$ cat src/rtl/disc_regs_pkg.sv
package disc_regs_pkg;

  // ==========================================================
  // Register offsets
  localparam logic [7:0] disc_format_offset   = 8'h10;
  localparam logic [7:0] disc_control_offset  = 8'h12;
  localparam logic [7:0] microcode_data_offset = 8'h32;
  localparam logic [7:0] imem_pointer_offset  = 8'h36;

  // ==========================================================
  // Field positions
  localparam int search_write_enable_bit = 7;
  localparam int sector_sync_search_bit  = 6;
  localparam int data_write_enable_bit   = 5;
  localparam int data_type_lsb           = 3;
  localparam int data_type_msb           = 4;
  localparam int format_msb              = 5;
  localparam int capture_edge_select_bit = 0;
  localparam int low_bit_first_bit       = 3;
  localparam int pointer_msb             = 8;

  // ==========================================================
  // Reset values, read default and pointer step
  localparam logic [5:0]  format_reset  = 6'h00;
  localparam logic [1:0]  data_type_reset = 2'h0;
  localparam logic [8:0]  pointer_reset = 9'h000;
  localparam logic [15:0] read_zero     = 16'h0000;
  localparam logic [8:0]  pointer_step  = 9'h001;

  // ==========================================================
  // Bus carriers
  typedef struct packed {
    logic [7:0]  addr;
    logic [15:0] wdata;
    logic        wr;
    logic        rd;
  } reg_req_t;

  typedef struct packed {
    logic        valid;
    logic [8:0]  addr;
    logic [31:0] data;
  } imem_write_t;

endpackage

$ cat src/rtl/edge_capture.sv
`timescale 1ns/1ps
module edge_capture
(
  // Clock and reset
  input  wire logic clk,
  input  wire logic rst_n,
  // Serial input pins and edge select
  input  wire logic bit_clock_pin,
  input  wire logic data_pin,
  input  wire logic falling_select,
  // Captured sample
  output logic      sample_valid,
  output logic      sample_bit
);

  typedef struct packed {
    logic [1:0] clk_sync;
    logic [1:0] dat_sync;
    logic       clk_prev;
    logic       valid;
    logic       bit_value;
  } cap_state_t;

  cap_state_t state;
  cap_state_t next_state;

  always_comb
  begin
    next_state          = state;
    next_state.clk_sync = {state.clk_sync[0], bit_clock_pin};
    next_state.dat_sync = {state.dat_sync[0], data_pin};
    next_state.clk_prev = state.clk_sync[1];
    next_state.valid    = falling_select ?
                          (state.clk_prev & ~state.clk_sync[1]) :
                          (~state.clk_prev & state.clk_sync[1]);
    next_state.bit_value = state.dat_sync[1];
  end

  always_ff @(posedge clk)
  begin
    if (!rst_n)
      state <= '0;
    else
      state <= next_state;
  end

  assign sample_valid = state.valid;
  assign sample_bit   = state.bit_value;

endmodule

$ cat src/rtl/microcode_load_and_cd_control_regs.sv
// Our own choice: the strobed register port.
`timescale 1ns/1ps
// Functional notes
// - Each pair of written 16-bit words goes into instruction memory at the pointer as one 32-bit word.
// - First word of a pair is upper half, second word lower half.
// - Unpaired write leaves pointer step and memory contents undefined.
// - Search bit 6 changes only when the same write sets bit 7.
// - Search bit high keeps sync search active whatever the data type.
// - Write-only control bits read back indeterminate; here they read zero.
// - Host loads the 9-bit pointer, addressing 32-bit locations, first.
// - Pointer advances by one after every second data write.
// - Edge select: 0 captures on rising bit clock, 1 on falling.
module microcode_load_and_cd_control_regs
(
  // Clock and reset
  input  wire logic         clk,
  input  wire logic         rst_n,
  // Register port
  input  wire logic [7:0]   reg_addr,
  input  wire logic [15:0]  reg_wdata,
  input  wire logic         reg_wr,
  input  wire logic         reg_rd,
  output logic      [15:0]  reg_rdata,
  // Instruction memory write port
  output logic              imem_wr,
  output logic      [8:0]   imem_addr,
  output logic      [31:0]  imem_data,
  // Disc serial input pins
  input  wire logic         serial_bit_clock,
  input  wire logic         serial_data,
  // Disc interface controls and captured samples
  output logic              sync_search_active,
  output logic      [1:0]   data_type,
  output logic      [5:0]   disc_format,
  output logic              sample_valid,
  output logic              sample_bit
);

  // ==========================================================
  // State
  typedef enum logic
  {
    expect_upper,
    expect_lower
  } pair_phase_t;

  typedef struct packed {
    logic format;
    logic control;
    logic pointer;
    logic microcode;
  } reg_hit_t;

  typedef struct packed {
    logic [5:0]  format;
    logic        search;
    logic [1:0]  dtype;
    logic        search_out;
    logic [8:0]  pointer;
    pair_phase_t phase;
    logic [15:0] upper_word;
    disc_regs_pkg::imem_write_t imem;
    logic [15:0] rdata;
  } regs_state_t;

  regs_state_t             state;
  regs_state_t             next_state;
  disc_regs_pkg::reg_req_t req;
  reg_hit_t                hit;
  logic                    cap_valid;
  logic                    cap_bit;

  assign req = '{addr: reg_addr, wdata: reg_wdata, wr: reg_wr, rd: reg_rd};

  // ==========================================================
  // Serial capture
  edge_capture capture
  (
    .clk            (clk),
    .rst_n          (rst_n),
    .bit_clock_pin  (serial_bit_clock),
    .data_pin       (serial_data),
    .falling_select (state.format[disc_regs_pkg::capture_edge_select_bit]),
    .sample_valid   (cap_valid),
    .sample_bit     (cap_bit)
  );

  // ==========================================================
  // Address decode
  always_comb
  begin
    hit = '0;
    // One hit at most; unmapped offsets leave all clear
    if (req.addr == disc_regs_pkg::disc_format_offset)
    begin
      hit.format = 1'b1;
    end
    else if (req.addr == disc_regs_pkg::disc_control_offset)
    begin
      hit.control = 1'b1;
    end
    else if (req.addr == disc_regs_pkg::imem_pointer_offset)
    begin
      hit.pointer = 1'b1;
    end
    else if (req.addr == disc_regs_pkg::microcode_data_offset)
    begin
      hit.microcode = 1'b1;
    end
  end

  // ==========================================================
  // Register logic
  always_comb
  begin
    next_state            = state;
    next_state.imem.valid = 1'b0;
    next_state.rdata      = disc_regs_pkg::read_zero;

    // Write path
    if (req.wr && hit.format)
    begin
      next_state.format = req.wdata[disc_regs_pkg::format_msb:0];
    end
    else if (req.wr && hit.control)
    begin
      // Data type follows its own write enable, like the search bit
      if (req.wdata[disc_regs_pkg::data_write_enable_bit])
      begin
        next_state.dtype = req.wdata[disc_regs_pkg::data_type_msb:
                                     disc_regs_pkg::data_type_lsb];
      end
      if (req.wdata[disc_regs_pkg::search_write_enable_bit])
      begin
        next_state.search = req.wdata[disc_regs_pkg::sector_sync_search_bit];
      end
    end
    else if (req.wr && hit.pointer)
    begin
      next_state.pointer = req.wdata[disc_regs_pkg::pointer_msb:0];
      next_state.phase   = expect_upper;
    end
    else if (req.wr && hit.microcode)
    begin
      // An odd word simply waits for a partner; only a pointer write or reset re-syncs the phase
      case (state.phase)
        expect_upper:
        begin
          next_state.upper_word = req.wdata;
          next_state.phase      = expect_lower;
        end
        expect_lower:
        begin
          next_state.imem.valid = 1'b1;
          next_state.imem.addr  = state.pointer;
          next_state.imem.data  = {state.upper_word, req.wdata};
          next_state.pointer    = 9'(state.pointer + disc_regs_pkg::pointer_step);
          next_state.phase      = expect_upper;
        end
      endcase
    end

    // Read path; unmapped offsets keep the zero default
    if (req.rd && hit.format)
    begin
      next_state.rdata = {10'h000, state.format};
    end
    else if (req.rd && hit.control)
    begin
      next_state.rdata = {9'h000, state.search, 1'b0, state.dtype, 3'h0};
    end
    else if (req.rd && hit.pointer)
    begin
      next_state.rdata = {7'h00, state.pointer};
    end
    else if (req.rd && hit.microcode)
    begin
      next_state.rdata = state.upper_word;
    end

    // Search stays on whatever the data type says
    next_state.search_out = state.search | (state.dtype != 2'h0);
  end

  always_ff @(posedge clk)
  begin
    if (!rst_n)
    begin
      // Pair phase restarts so a fresh load never inherits a half word
      state         <= '0;
      state.format  <= disc_regs_pkg::format_reset;
      state.dtype   <= disc_regs_pkg::data_type_reset;
      state.pointer <= disc_regs_pkg::pointer_reset;
      state.phase   <= expect_upper;
    end
    else
    begin
      state <= next_state;
    end
  end

  // ==========================================================
  // Outputs
  // Register port
  assign reg_rdata          = state.rdata;

  // Instruction memory
  assign imem_wr            = state.imem.valid;
  assign imem_addr          = state.imem.addr;
  assign imem_data          = state.imem.data;

  // Disc interface
  assign sync_search_active = state.search_out;
  assign data_type          = state.dtype;
  assign disc_format        = state.format;
  assign sample_valid       = cap_valid;
  assign sample_bit         = cap_bit;

endmodule

$ cat config.mk
export PLATFORM = sky130hd
export DESIGN_NAME = microcode_load_and_cd_control_regs
export DESIGN_NICKNAME = d
export VERILOG_FILES = /design/src/rtl/disc_regs_pkg.sv /design/src/rtl/edge_capture.sv /design/src/rtl/microcode_load_and_cd_control_regs.sv
export SDC_FILE = /design/constraint.sdc
export NUM_CORES = 1
export LEC_CHECK = 0
export ABC_AREA = 1
export BUFFER_PORTS_ARGS = -buffer_cell sky130_fd_sc_hd__buf_2
export CAP_MARGIN = 20
export CORE_MARGIN = 8
export CORE_UTILIZATION = 30
export DETAILED_ROUTE_END_ITERATION = 7
export GPL_TIMING_DRIVEN = 0
export MAX_ROUTING_LAYER = met4
export PLACE_DENSITY = 0.45
export SYNTH_ARGS = -nofsm -noshare
export SYNTH_HDL_FRONTEND = slang
export SYNTH_SLANG_ARGS = --single-unit
$ cat constraint.sdc
create_clock -name clk -period 2 [get_ports clk]
set_input_delay 0.2 -clock clk [delete_from_list [all_inputs] [get_ports clk]]
set_output_delay 0.2 -clock clk [all_outputs]
set_load 0.1 [all_outputs]
; ---- Word level (Yosys, flattened, before mapping)
; Index checks and enable logic that the tools add are counted.
[totals]
input_bits = 30
reg_bits = 101
output_inout_bits = 69
[classes]
n_eq_ne = 4
reduce_logical = 21
bitwise = 12
n_mux = 18
add_sub_neg = 1
[ops]
columns = op, count
row1 = 2-to-1 mux 68 bit, 1
row2 = 2-to-1 mux 42 bit, 1
row3 = 2-to-1 mux 9 bit, 3
row4 = "equality test 8 x 5 -> 1 bit, second input constant", 2
row5 = "equality test 8 x 6 -> 1 bit, second input constant", 2
row6 = 2-to-1 mux 16 bit, 1
row7 = 2-to-1 mux 10 bit, 1
row8 = AND reduction 5 bit, 2
row9 = OR reduction 5 bit, 2
row10 = "adder 9 x 1 -> 9 bit, second input constant", 1
row11 = inverter 1 bit, 9
row12 = AND reduction 3 bit, 3
row13 = logical AND 1 bit, 8
row14 = 2-to-1 mux 7 bit, 1
row15 = 2-to-1 mux 1 bit, 6
row16 = 2-to-1 mux 6 bit, 1
row17 = nonzero test 2 bit, 3
row18 = AND reduction 4 bit, 1
row19 = 2-to-1 mux 3 bit, 1
row20 = OR reduction 3 bit, 1
row21 = bitwise AND 1 bit, 2
row22 = 2-to-1 mux 2 bit, 1
row23 = case mux 1 bit (2 select lines), 1
row24 = OR reduction 2 bit, 1
row25 = bitwise OR 1 bit, 1

; ---- Longest topological paths before layout
; Gate-level depths: netlist (run 1).
[depth]
depth_word = 10
ltp_mapped = 10
depth_no_buf = 9

; ---- By module
; From an unflattened synthesis (run 1), not the netlist that was laid out.
[hier_totals]
hier_cells = 639
area_unflattened_um2 = 4663.2
[modules_own_cells]
columns = module, seq_area_each_um2, area_per_inst_um2, instances, cells_each
row1 = microcode_load_and_cd_control_regs, 1881.8, 4448.0, 1, 612
row2 = edge_capture, 140.1, 215.2, 1, 27

; ---- Worst setup path before layout (run 1)
; OpenSTA, ideal clock, no wires.
[synth_timing]
kind = input -> register
from = input reg_addr[7]
to = register state (netlist bit imem_addr[3])
slack_ps = 792
arrival_ps = 1092
setup_time_ps = 116
stages = 8
cell_sequence = nor2_1 -> nand2_2 -> nor2_8 -> nand3_4 -> buf_6 -> buf_6 -> nor2_2 -> nor2_1
[synth_via]
elab_chain_cells = 7
elab_cells_between_ends = 19
[synth_rtl]
columns = item, line
row1 = start: declaration, microcode_load_and_cd_control_regs.sv:19  ; input wire logic [7:0] reg_addr,
row2 = equality test 8 x 6 -> 1 bit (on tied branches), "microcode_load_and_cd_control_regs.sv:106, microcode_load_and_cd_control_regs.sv:102"
row3 = 2-to-1 mux 1 bit (on tied branches), "microcode_load_and_cd_control_regs.sv:106, microcode_load_and_cd_control_regs.sv:102"
row4 = 2-to-1 mux 1 bit or 2-to-1 mux 2 bit (tied branches), "microcode_load_and_cd_control_regs.sv:102, microcode_load_and_cd_control_regs.sv:98"
row5 = 2-to-1 mux 2 bit or 2-to-1 mux 3 bit (tied branches), "microcode_load_and_cd_control_regs.sv:98, microcode_load_and_cd_control_regs.sv:94"
row6 = 2-to-1 mux 3 bit or logical AND 1 bit (tied branches), "microcode_load_and_cd_control_regs.sv:94, microcode_load_and_cd_control_regs.sv:138"
row7 = logical AND 1 bit or inverter 1 bit (tied branches), n/a
row8 = AND reduction 5 bit (no source line) (*), n/a
row9 = end signal: assignment, microcode_load_and_cd_control_regs.sv:198  ; state <= next_state;
row10 = end: declaration, microcode_load_and_cd_control_regs.sv:66  ; regs_state_t state;
; Mark *: on every way between the ends. The rest lies on a longest branch, timed or not.
; A chain may end at the register's enable or synchronous reset.

; ---- Final worst setup path (run 1)
[layout_timing]
from = register state[75] (netlist bit)
to = register state[81] (netlist bit)
[layout_via]
elab_chain_cells = 4
[layout_rtl]
columns = item, line
row1 = adder 9 x 1 -> 9 bit, microcode_load_and_cd_control_regs.sv:157  ; next_state.pointer = 9'(state.pointer + disc_regs_pkg::pointer_step);
row2 = 2-to-1 mux 9 bit, microcode_load_and_cd_control_regs.sv:146  ; case (state.phase)
row3 = 2-to-1 mux 68 bit, microcode_load_and_cd_control_regs.sv:143  ; else if (req.wr && hit.microcode)
row4 = 2-to-1 mux 10 bit, microcode_load_and_cd_control_regs.sv:138  ; else if (req.wr && hit.pointer)
; No other way between the ends. The select of a mux whose other input is x is not followed.

==> flow_metrics.py, run 1 <==
metrics = {
    "setup_path": {
        "cp_cell_sequence": "ha_1, nand2_1, nor2_1, nand2_1, nand2_1, nand3_1, nand2_1, inv_1, nor2_1",
        "critPathRequiredTime_ns": 2.29,
        "worst_ep_arrival_time_ns": 1.78,
        "crit_fanout": 5,
        "r2r_slack_ns": 0.51,
        "critPathMaxStageDelay_ns": 0.49,
        "slowest_stage": "dfxtp_1",
        "critPathKind": "reg2reg",
        "path_common_cell": "nand2_1",
        "crit_path_start_kind": "register",
        "endpoint_kind": "register",
    },
    "timing": {
        "finalCritPeriodShare": 0.7459,
        "report.final.slew_viol_count": 0,
        "fin_crit_ns": 1.492,
        "grt_setup_unrepaired": "no",
        "slew_headroom": 0.5821,
        "worst_slew_pin_slew_ns": 0.6268,
        "setup_tns_ns": 0,
        "setup_viol": 0,
        "finalClockSkew_ns": 0.01286,
        "max_freq_mhz": 670.3,
        "finalHoldViolCount": 0,
        "setup_ws_ns": 0.5081,
    },
    "logic_synthesis": {
        "syn_area_per_cell_um2": 7.295,
        "yosys_warnings": 0,
        "synth_top_family_by_area": "simple AND/OR/NAND/NOR gates",
        "synth_mux_area_frac": 0,
        "synthSimpleGateAreaFrac": 0.2919,
        "ys_ff_latch": 101,
        "synth-compound-area-share": 0.08414,
        "synth.distinct_cells": 28,
        "seq_area_frac_synth": 0.4344,
        "syn_inst": 638,
        "synth_fa_ha_area_frac": 0.002688,
        "synth_xor_area_frac": 0.003763,
        "syn-cell-area_mm2": 0.004654,
        "syn_nets": 669,
    },
    "floorplan": {
        "fp.dieW_um": 140.6,
        "fp.dieH_um": 140.6,
        "core_mm2": 0.01520,
        "core.rowCount": 45,
        "ios": 99,
        "start_util": 0.3062,
        "dieArea_mm2": 0.01976,
    },
    "routing": {
        "vias_per_cell": 4.335,
        "drt-total-wl_um": 13680,
        "antenna_left": 0,
        "drc": 0,
        "dr.pass1.iters": 5,
        "wl_per_cell_um": 14.57,
        "drtIter0Drc": 179,
        "vias": 4071,
    },
    "placed_design": {
        "dpl.cell_count": 924,
        "preCtsSetupSlack_ns": 0.3806,
        "gp_congestion": 0.8498,
        "port_buffers": 98,
        "dp_hpwl_um": 10480,
    },
    "grt": {
        "grt-ovfl-total": 0,
        "grt_max_degree": 16,
        "met2_usage": 0.2263,
        "busiest_layer": "met2",
        "grt_pass1_wl_um": 21680,
        "use_met3": 0.04655,
        "met1_usage": 0.1779,
        "antenna_found_initial": 0,
        "grt_pass1_vias": 4174,
        "grtUsageTotal": 0.1446,
    },
    "clocking": {
        "htree_num_levels": 3,
        "ctsResizeCount": 0,
        "cts.sinks": 101,
        "clk_pin_slew_worst_paths_ns": 0.07,
        "numCtsBuffers": 9,
        "clk_latency_ns": 0.35,
        "cts_hold_buffers": 0,
        "cts_tree": "built",
        "cts_setup_buffers": 0,
        "max-clock-path-buffers": 2,
        "root_buffer": "clkbuf_16",
    },
    "power": {
        "leakagePower_nw": 2.976,
        "max-vdd-ir-drop_uv": 404.3,
        "p_total_mw": 3.834,
        "power.density_mw_per_mm2": 677.6,
    },
    "layout": {
        "n_antenna_cell": 0,
        "layout_commonest_cell": "nor2_1",
        "fin_nets": 778,
        "finalCoreUtilization": 0.3722,
        "layout.cells.most_common_list": "nor2_1 (126), nand2_1 (119), dfxtp_1 (101)",
        "syn2layout_area_growth_pct": 21.56,
        "final_cells": 939,
        "layout-drive-gt1-share": 0.2876,
    },
    "hold_path": {
        "hp-class": "in2reg",
    },
    "job": {
        "drv_cap": 0,
    },
    "outcome": {
        "status": "finished, final reports clean",
    },
}
## critical path: cells and delay by family, from the launching register on
family / cells / cell delay [ns]
simple gates: 7 / 0.65
fa+ha+maj: 1 / 0.25
buf+inv: 1 / 0.04
flops: 1 / 0.49
## where the power goes
part / switching, mW / internal [mW]
Sequential: 0.00339 / 2.02
Combinational: 0.112 / 0.0428
Clock: 0.753 / 0.906
## sequential cells by signal (all words and copies together) (netlist names)
| signal | count |
|---|---|
| disc_format | 6 |
| state | 27 |
| capture.next_state | 4 |
| sync_search_active | 1 |
| imem_wr | 1 |
| capture.state | 1 |
| imem_data | 32 |
| imem_addr | 9 |
| capture.sample_valid | 1 |
| data_type | 2 |
| reg_rdata | 16 |
| capture.sample_bit | 1 |
## layout make-up
cell class | count | area, um^2
timing repair buffer | 98 | 490.5
sequential | 101 | 2022
tap | 188 | 235.2
inverter | 56 | 211.5
buffer | 87 | 640.6
clock inverter | 3 | 21.27
multi-input combinational | 394 | 1780
clock buffer | 12 | 256.5
fill | 1702 | 9544
## worst paths after layout
check | from | cells after the start | to
worst max-delay path | state[75]$_SDFFE_PN0P_ | 9 | state[81]$_SDFFE_PN0P_
worst max register to register | state[75]$_SDFFE_PN0P_ | 9 | state[81]$_SDFFE_PN0P_
worst min register to register | capture.next_state[6]$_SDFF_PN0_ | 2 | capture.next_state[2]$_SDFF_PN0_
worst min-delay path | serial_bit_clock | 3 | capture.next_state[6]$_SDFF_PN0_
## per-layer routing
layer / vias up / routed length (um)
met3: 6 / 869
met2: 102 / 6243
met5: - / 0
met4: 0 / 73
met1: 1828 / 6498
li1: 2135 / -
## Yosys cell counts, drive strengths merged
cell type | instances | share of area
xor2 | 1 | 0.0019
nor2 | 144 | 0.13
a31oi | 1 | 0.0013
a21oi | 23 | 0.025
nand3b | 2 | 0.0032
xnor2 | 1 | 0.0019
ha | 1 | 0.0027
nand3 | 37 | 0.042
dfxtp | 101 | 0.43
nor3 | 2 | 0.0022
nand4 | 3 | 0.0040
o21ai | 54 | 0.058
inv | 55 | 0.044
or2 | 1 | 0.0013
buf | 76 | 0.13
nand2 | 124 | 0.10
clkbuf | 11 | 0.0089
clkinv | 1 | 0.0011
## cells by family (layout without fill, tap and decap cells)
kind of cell / count (synthesis) / count (layout)
AOI/OAI and AO/OA: 78 / 78
xor gates and xnor gates: 2 / 2
adders and majority gates: 1 / 1
buffers and inverters: 143 / 256
DFF: 101 / 101
and+or+nand+nor: 313 / 313
## per-stage QoR
step	hold WS (ns)	area [um^2]
global placement	0.3932	5380
floorplan	0.2976	4654
global route	0.04833	5658
detailed placement	0.3975	5380
finish	0.04121	5658
CTS	0.03397	5658
(Power assumes the default switching activity.)
==> inputs of run 2 (changes only) <==
clock period = 1.53 ns   (was 2 ns; I/O delays follow)
==> run 2 against run 1 <==
  * Final area is 0.40% higher
  * Cell count is 0.21% higher
  * Flip-flop and latch count stayed put
  * Setup slack worse by 0.41 ns
  * Register-to-register slack worse by 0.37 ns
  * Critical path depth is 7 lower
  * Routed wire length is 0.22% higher
  * Hold slack better by 0.0073 ns
  * Utilization is 0.15 points higher
  * Critical endpoint is now disc_format[0]
==> flow_metrics.py, run 2 (same netlist as run 1, synthesis figures left out) <==
metrics = {
    "layout": {
        "largest_reg_flops": 32,
        "multi_input_comb_area_mm2": 0.001780,
        "seqCellArea_mm2": 0.002024,
        "finalCoreUtilization": 0.3737,
        "fin_nets": 780,
        "syn2layout_area_growth_pct": 22.04,
        "layout-drive-gt1-share": 0.2895,
        "nFillCells": 1696,
        "layout_commonest_cell": "nor2_1",
        "layout.cells.most_common_list": "nor2_1 (126), nand2_1 (119), buf_2 (100)",
        "n_antenna_cell": 0,
        "finish.instance_area_mm2": 0.005680,
    },
    "clocking": {
        "clk_pin_slew_worst_paths_ns": 0.07,
        "htree_num_levels": 3,
        "max-clock-path-buffers": 2,
        "numCtsBuffers": 9,
        "cts_tree": "built",
        "cts_setup_buffers": 0,
        "cts.sinks": 101,
        "root_buffer": "clkbuf_16",
        "clk_latency_ns": 0.36,
    },
    "placed_design": {
        "place_area_mm2": 0.005380,
        "dp_hpwl_um": 10480,
        "port_buffers": 98,
        "gp_congestion": 0.8498,
    },
    "floorplan": {
        "ios": 99,
        "core.rowCount": 45,
        "dieArea_mm2": 0.01976,
        "fp.dieH_um": 140.6,
        "start_util": 0.3062,
        "core_mm2": 0.01520,
        "fp.dieW_um": 140.6,
    },
    "power": {
        "switching_share": 0.2279,
        "p_total_mw": 5.024,
        "leakagePower_nw": 2.985,
        "p_sw_mw": 1.145,
        "seq_power_share": 0.526,
        "max-vdd-ir-drop_uv": 530.3,
        "power_frac_clock": 0.433,
        "p_int_mw": 3.879,
        "comb_power_share": 0.041,
        "power.density_mw_per_mm2": 884.5,
    },
    "routing": {
        "drt-total-wl_um": 13710,
        "drc": 0,
        "vias_per_cell": 4.327,
        "vias": 4072,
        "drtIter0Drc": 168,
        "wl_per_cell_um": 14.57,
        "dr.pass1.iters": 5,
        "antenna_left": 0,
    },
    "timing": {
        "setup_viol": 0,
        "setup_tns_ns": 0,
        "finalClockSkew_ns": 0.01312,
        "worst_slew_pin_slew_ns": 0.5947,
        "max_freq_mhz": 696.4,
        "grt_setup_unrepaired": "yes",
        "fin_crit_ns": 1.436,
        "report.final.slew_viol_count": 0,
        "finalCritPeriodShare": 0.9385,
        "slew_headroom": 0.6035,
        "finalHoldViolCount": 0,
    },
    "setup_path": {
        "crit_path_start_kind": "register",
        "endpoint_kind": "output pin",
        "timing.rr.end": "state[81]$_SDFFE_PN0P_",
        "r2r_cells": 9,
        "r2r_slack_ns": 0.14,
        "worstReg2RegStart": "state[75]$_SDFFE_PN0P_",
        "critPathKind": "reg2out",
        "critPathRequiredTime_ns": 1.38,
        "worst_ep_arrival_time_ns": 1.28,
        "crit_fanout": 4,
    },
    "hold_path": {
        "holdPathEnd": "imem_data[12]$_SDFFE_PN0P_",
        "min_from": "reg_wdata[12]",
        "hp-class": "in2reg",
        "whs_path_depth": 3,
    },
    "grt": {
        "grt_max_degree": 16,
        "grtUsageTotal": 0.1446,
        "grt_pass1_vias": 4180,
        "grt-ovfl-total": 0,
        "antenna_found_initial": 0,
        "grt_pass1_wl_um": 21690,
    },
    "outcome": {
        "status": "finished, final reports clean",
    },
    "job": {
        "drv_cap": 0,
    },
}
run 2: critical path, cell delays in order (launching register included):
cell and delay [ns]:
dfxtp_1 0.39, buf_4 0.13, buf_2 0.41
run 2: worst max path at each step:
stage | start | to | slack, ns | cells after the start
5_1_grt | state[75]$_SDFFE_PN0P_ | state[79]$_SDFFE_PN0P_ | -0.02 | 8
3_5_place_dp | rst_n | imem_data[7]$_SDFFE_PN0P_ | -0.04 | 5
2_1_floorplan | state[75]$_SDFFE_PN0P_ | state[79]$_SDFFE_PN0P_ | 0.34 | 8
6_report | disc_format[0]$_SDFFE_PN0P_ | disc_format[0] | 0.09 | 2
4_1_cts | state[75]$_SDFFE_PN0P_ | state[83]$_SDFFE_PN0P_ | 0.03 | 8
3_3_place_gp | rst_n | imem_data[5]$_SDFFE_PN0P_ | -0.02 | 5
run 2: cell type report:
| cell class | count | area share |
|---|---|---|
| clock inverters | 3 | 0.003744 |
| multi-input cells | 394 | 0.3134 |
| clock buffers | 12 | 0.04515 |
| flip-flops and latches | 101 | 0.3564 |
| repair buffers | 100 | 0.08987 |
| inverters | 56 | 0.03722 |
| well taps | 188 | 0.04141 |
| plain buffers | 87 | 0.1128 |
run 2: repair_timing:
action,CTS,global route
gates resized for setup,0,2
hold buffers,2,0
hold endpoints to repair,2,0
setup endpoints to repair,0,3
run 2: power groups by stage:
stage	Clock (mW)	Sequential [mW]	Combinational, mW
final	2.18	2.64	0.207
after global routing	2.37	2.64	0.228
after floorplan	0	2.71	0.0848
after detailed placement	0	2.70	0.206
after CTS	2.26	2.64	0.210
after global placement	0	2.70	0.204
run 2: per-layer routing:
layer / global-route usage / part of all wire / vias to the layer above
met1: 0.1779 / 0.47 / 1806
li1: - / - / 2143
met3: 0.04655 / 0.070 / 11
met4: 0.03450 / 0.0085 / 0
met5: - / 0 / -
met2: 0.2263 / 0.45 / 112
run 2: metrics by stage:
step	setup slack (ns)	cells	hold WS, ns
2_1_floorplan	0.3350	638	0.2506
3_3_place_gp	-0.01729	924	0.3472
3_5_place_dp	-0.04241	924	0.3554
4_1_cts	0.02553	941	0.04648
5_1_grt	-0.01564	941	0.06275
6_report	0.09412	941	0.04855
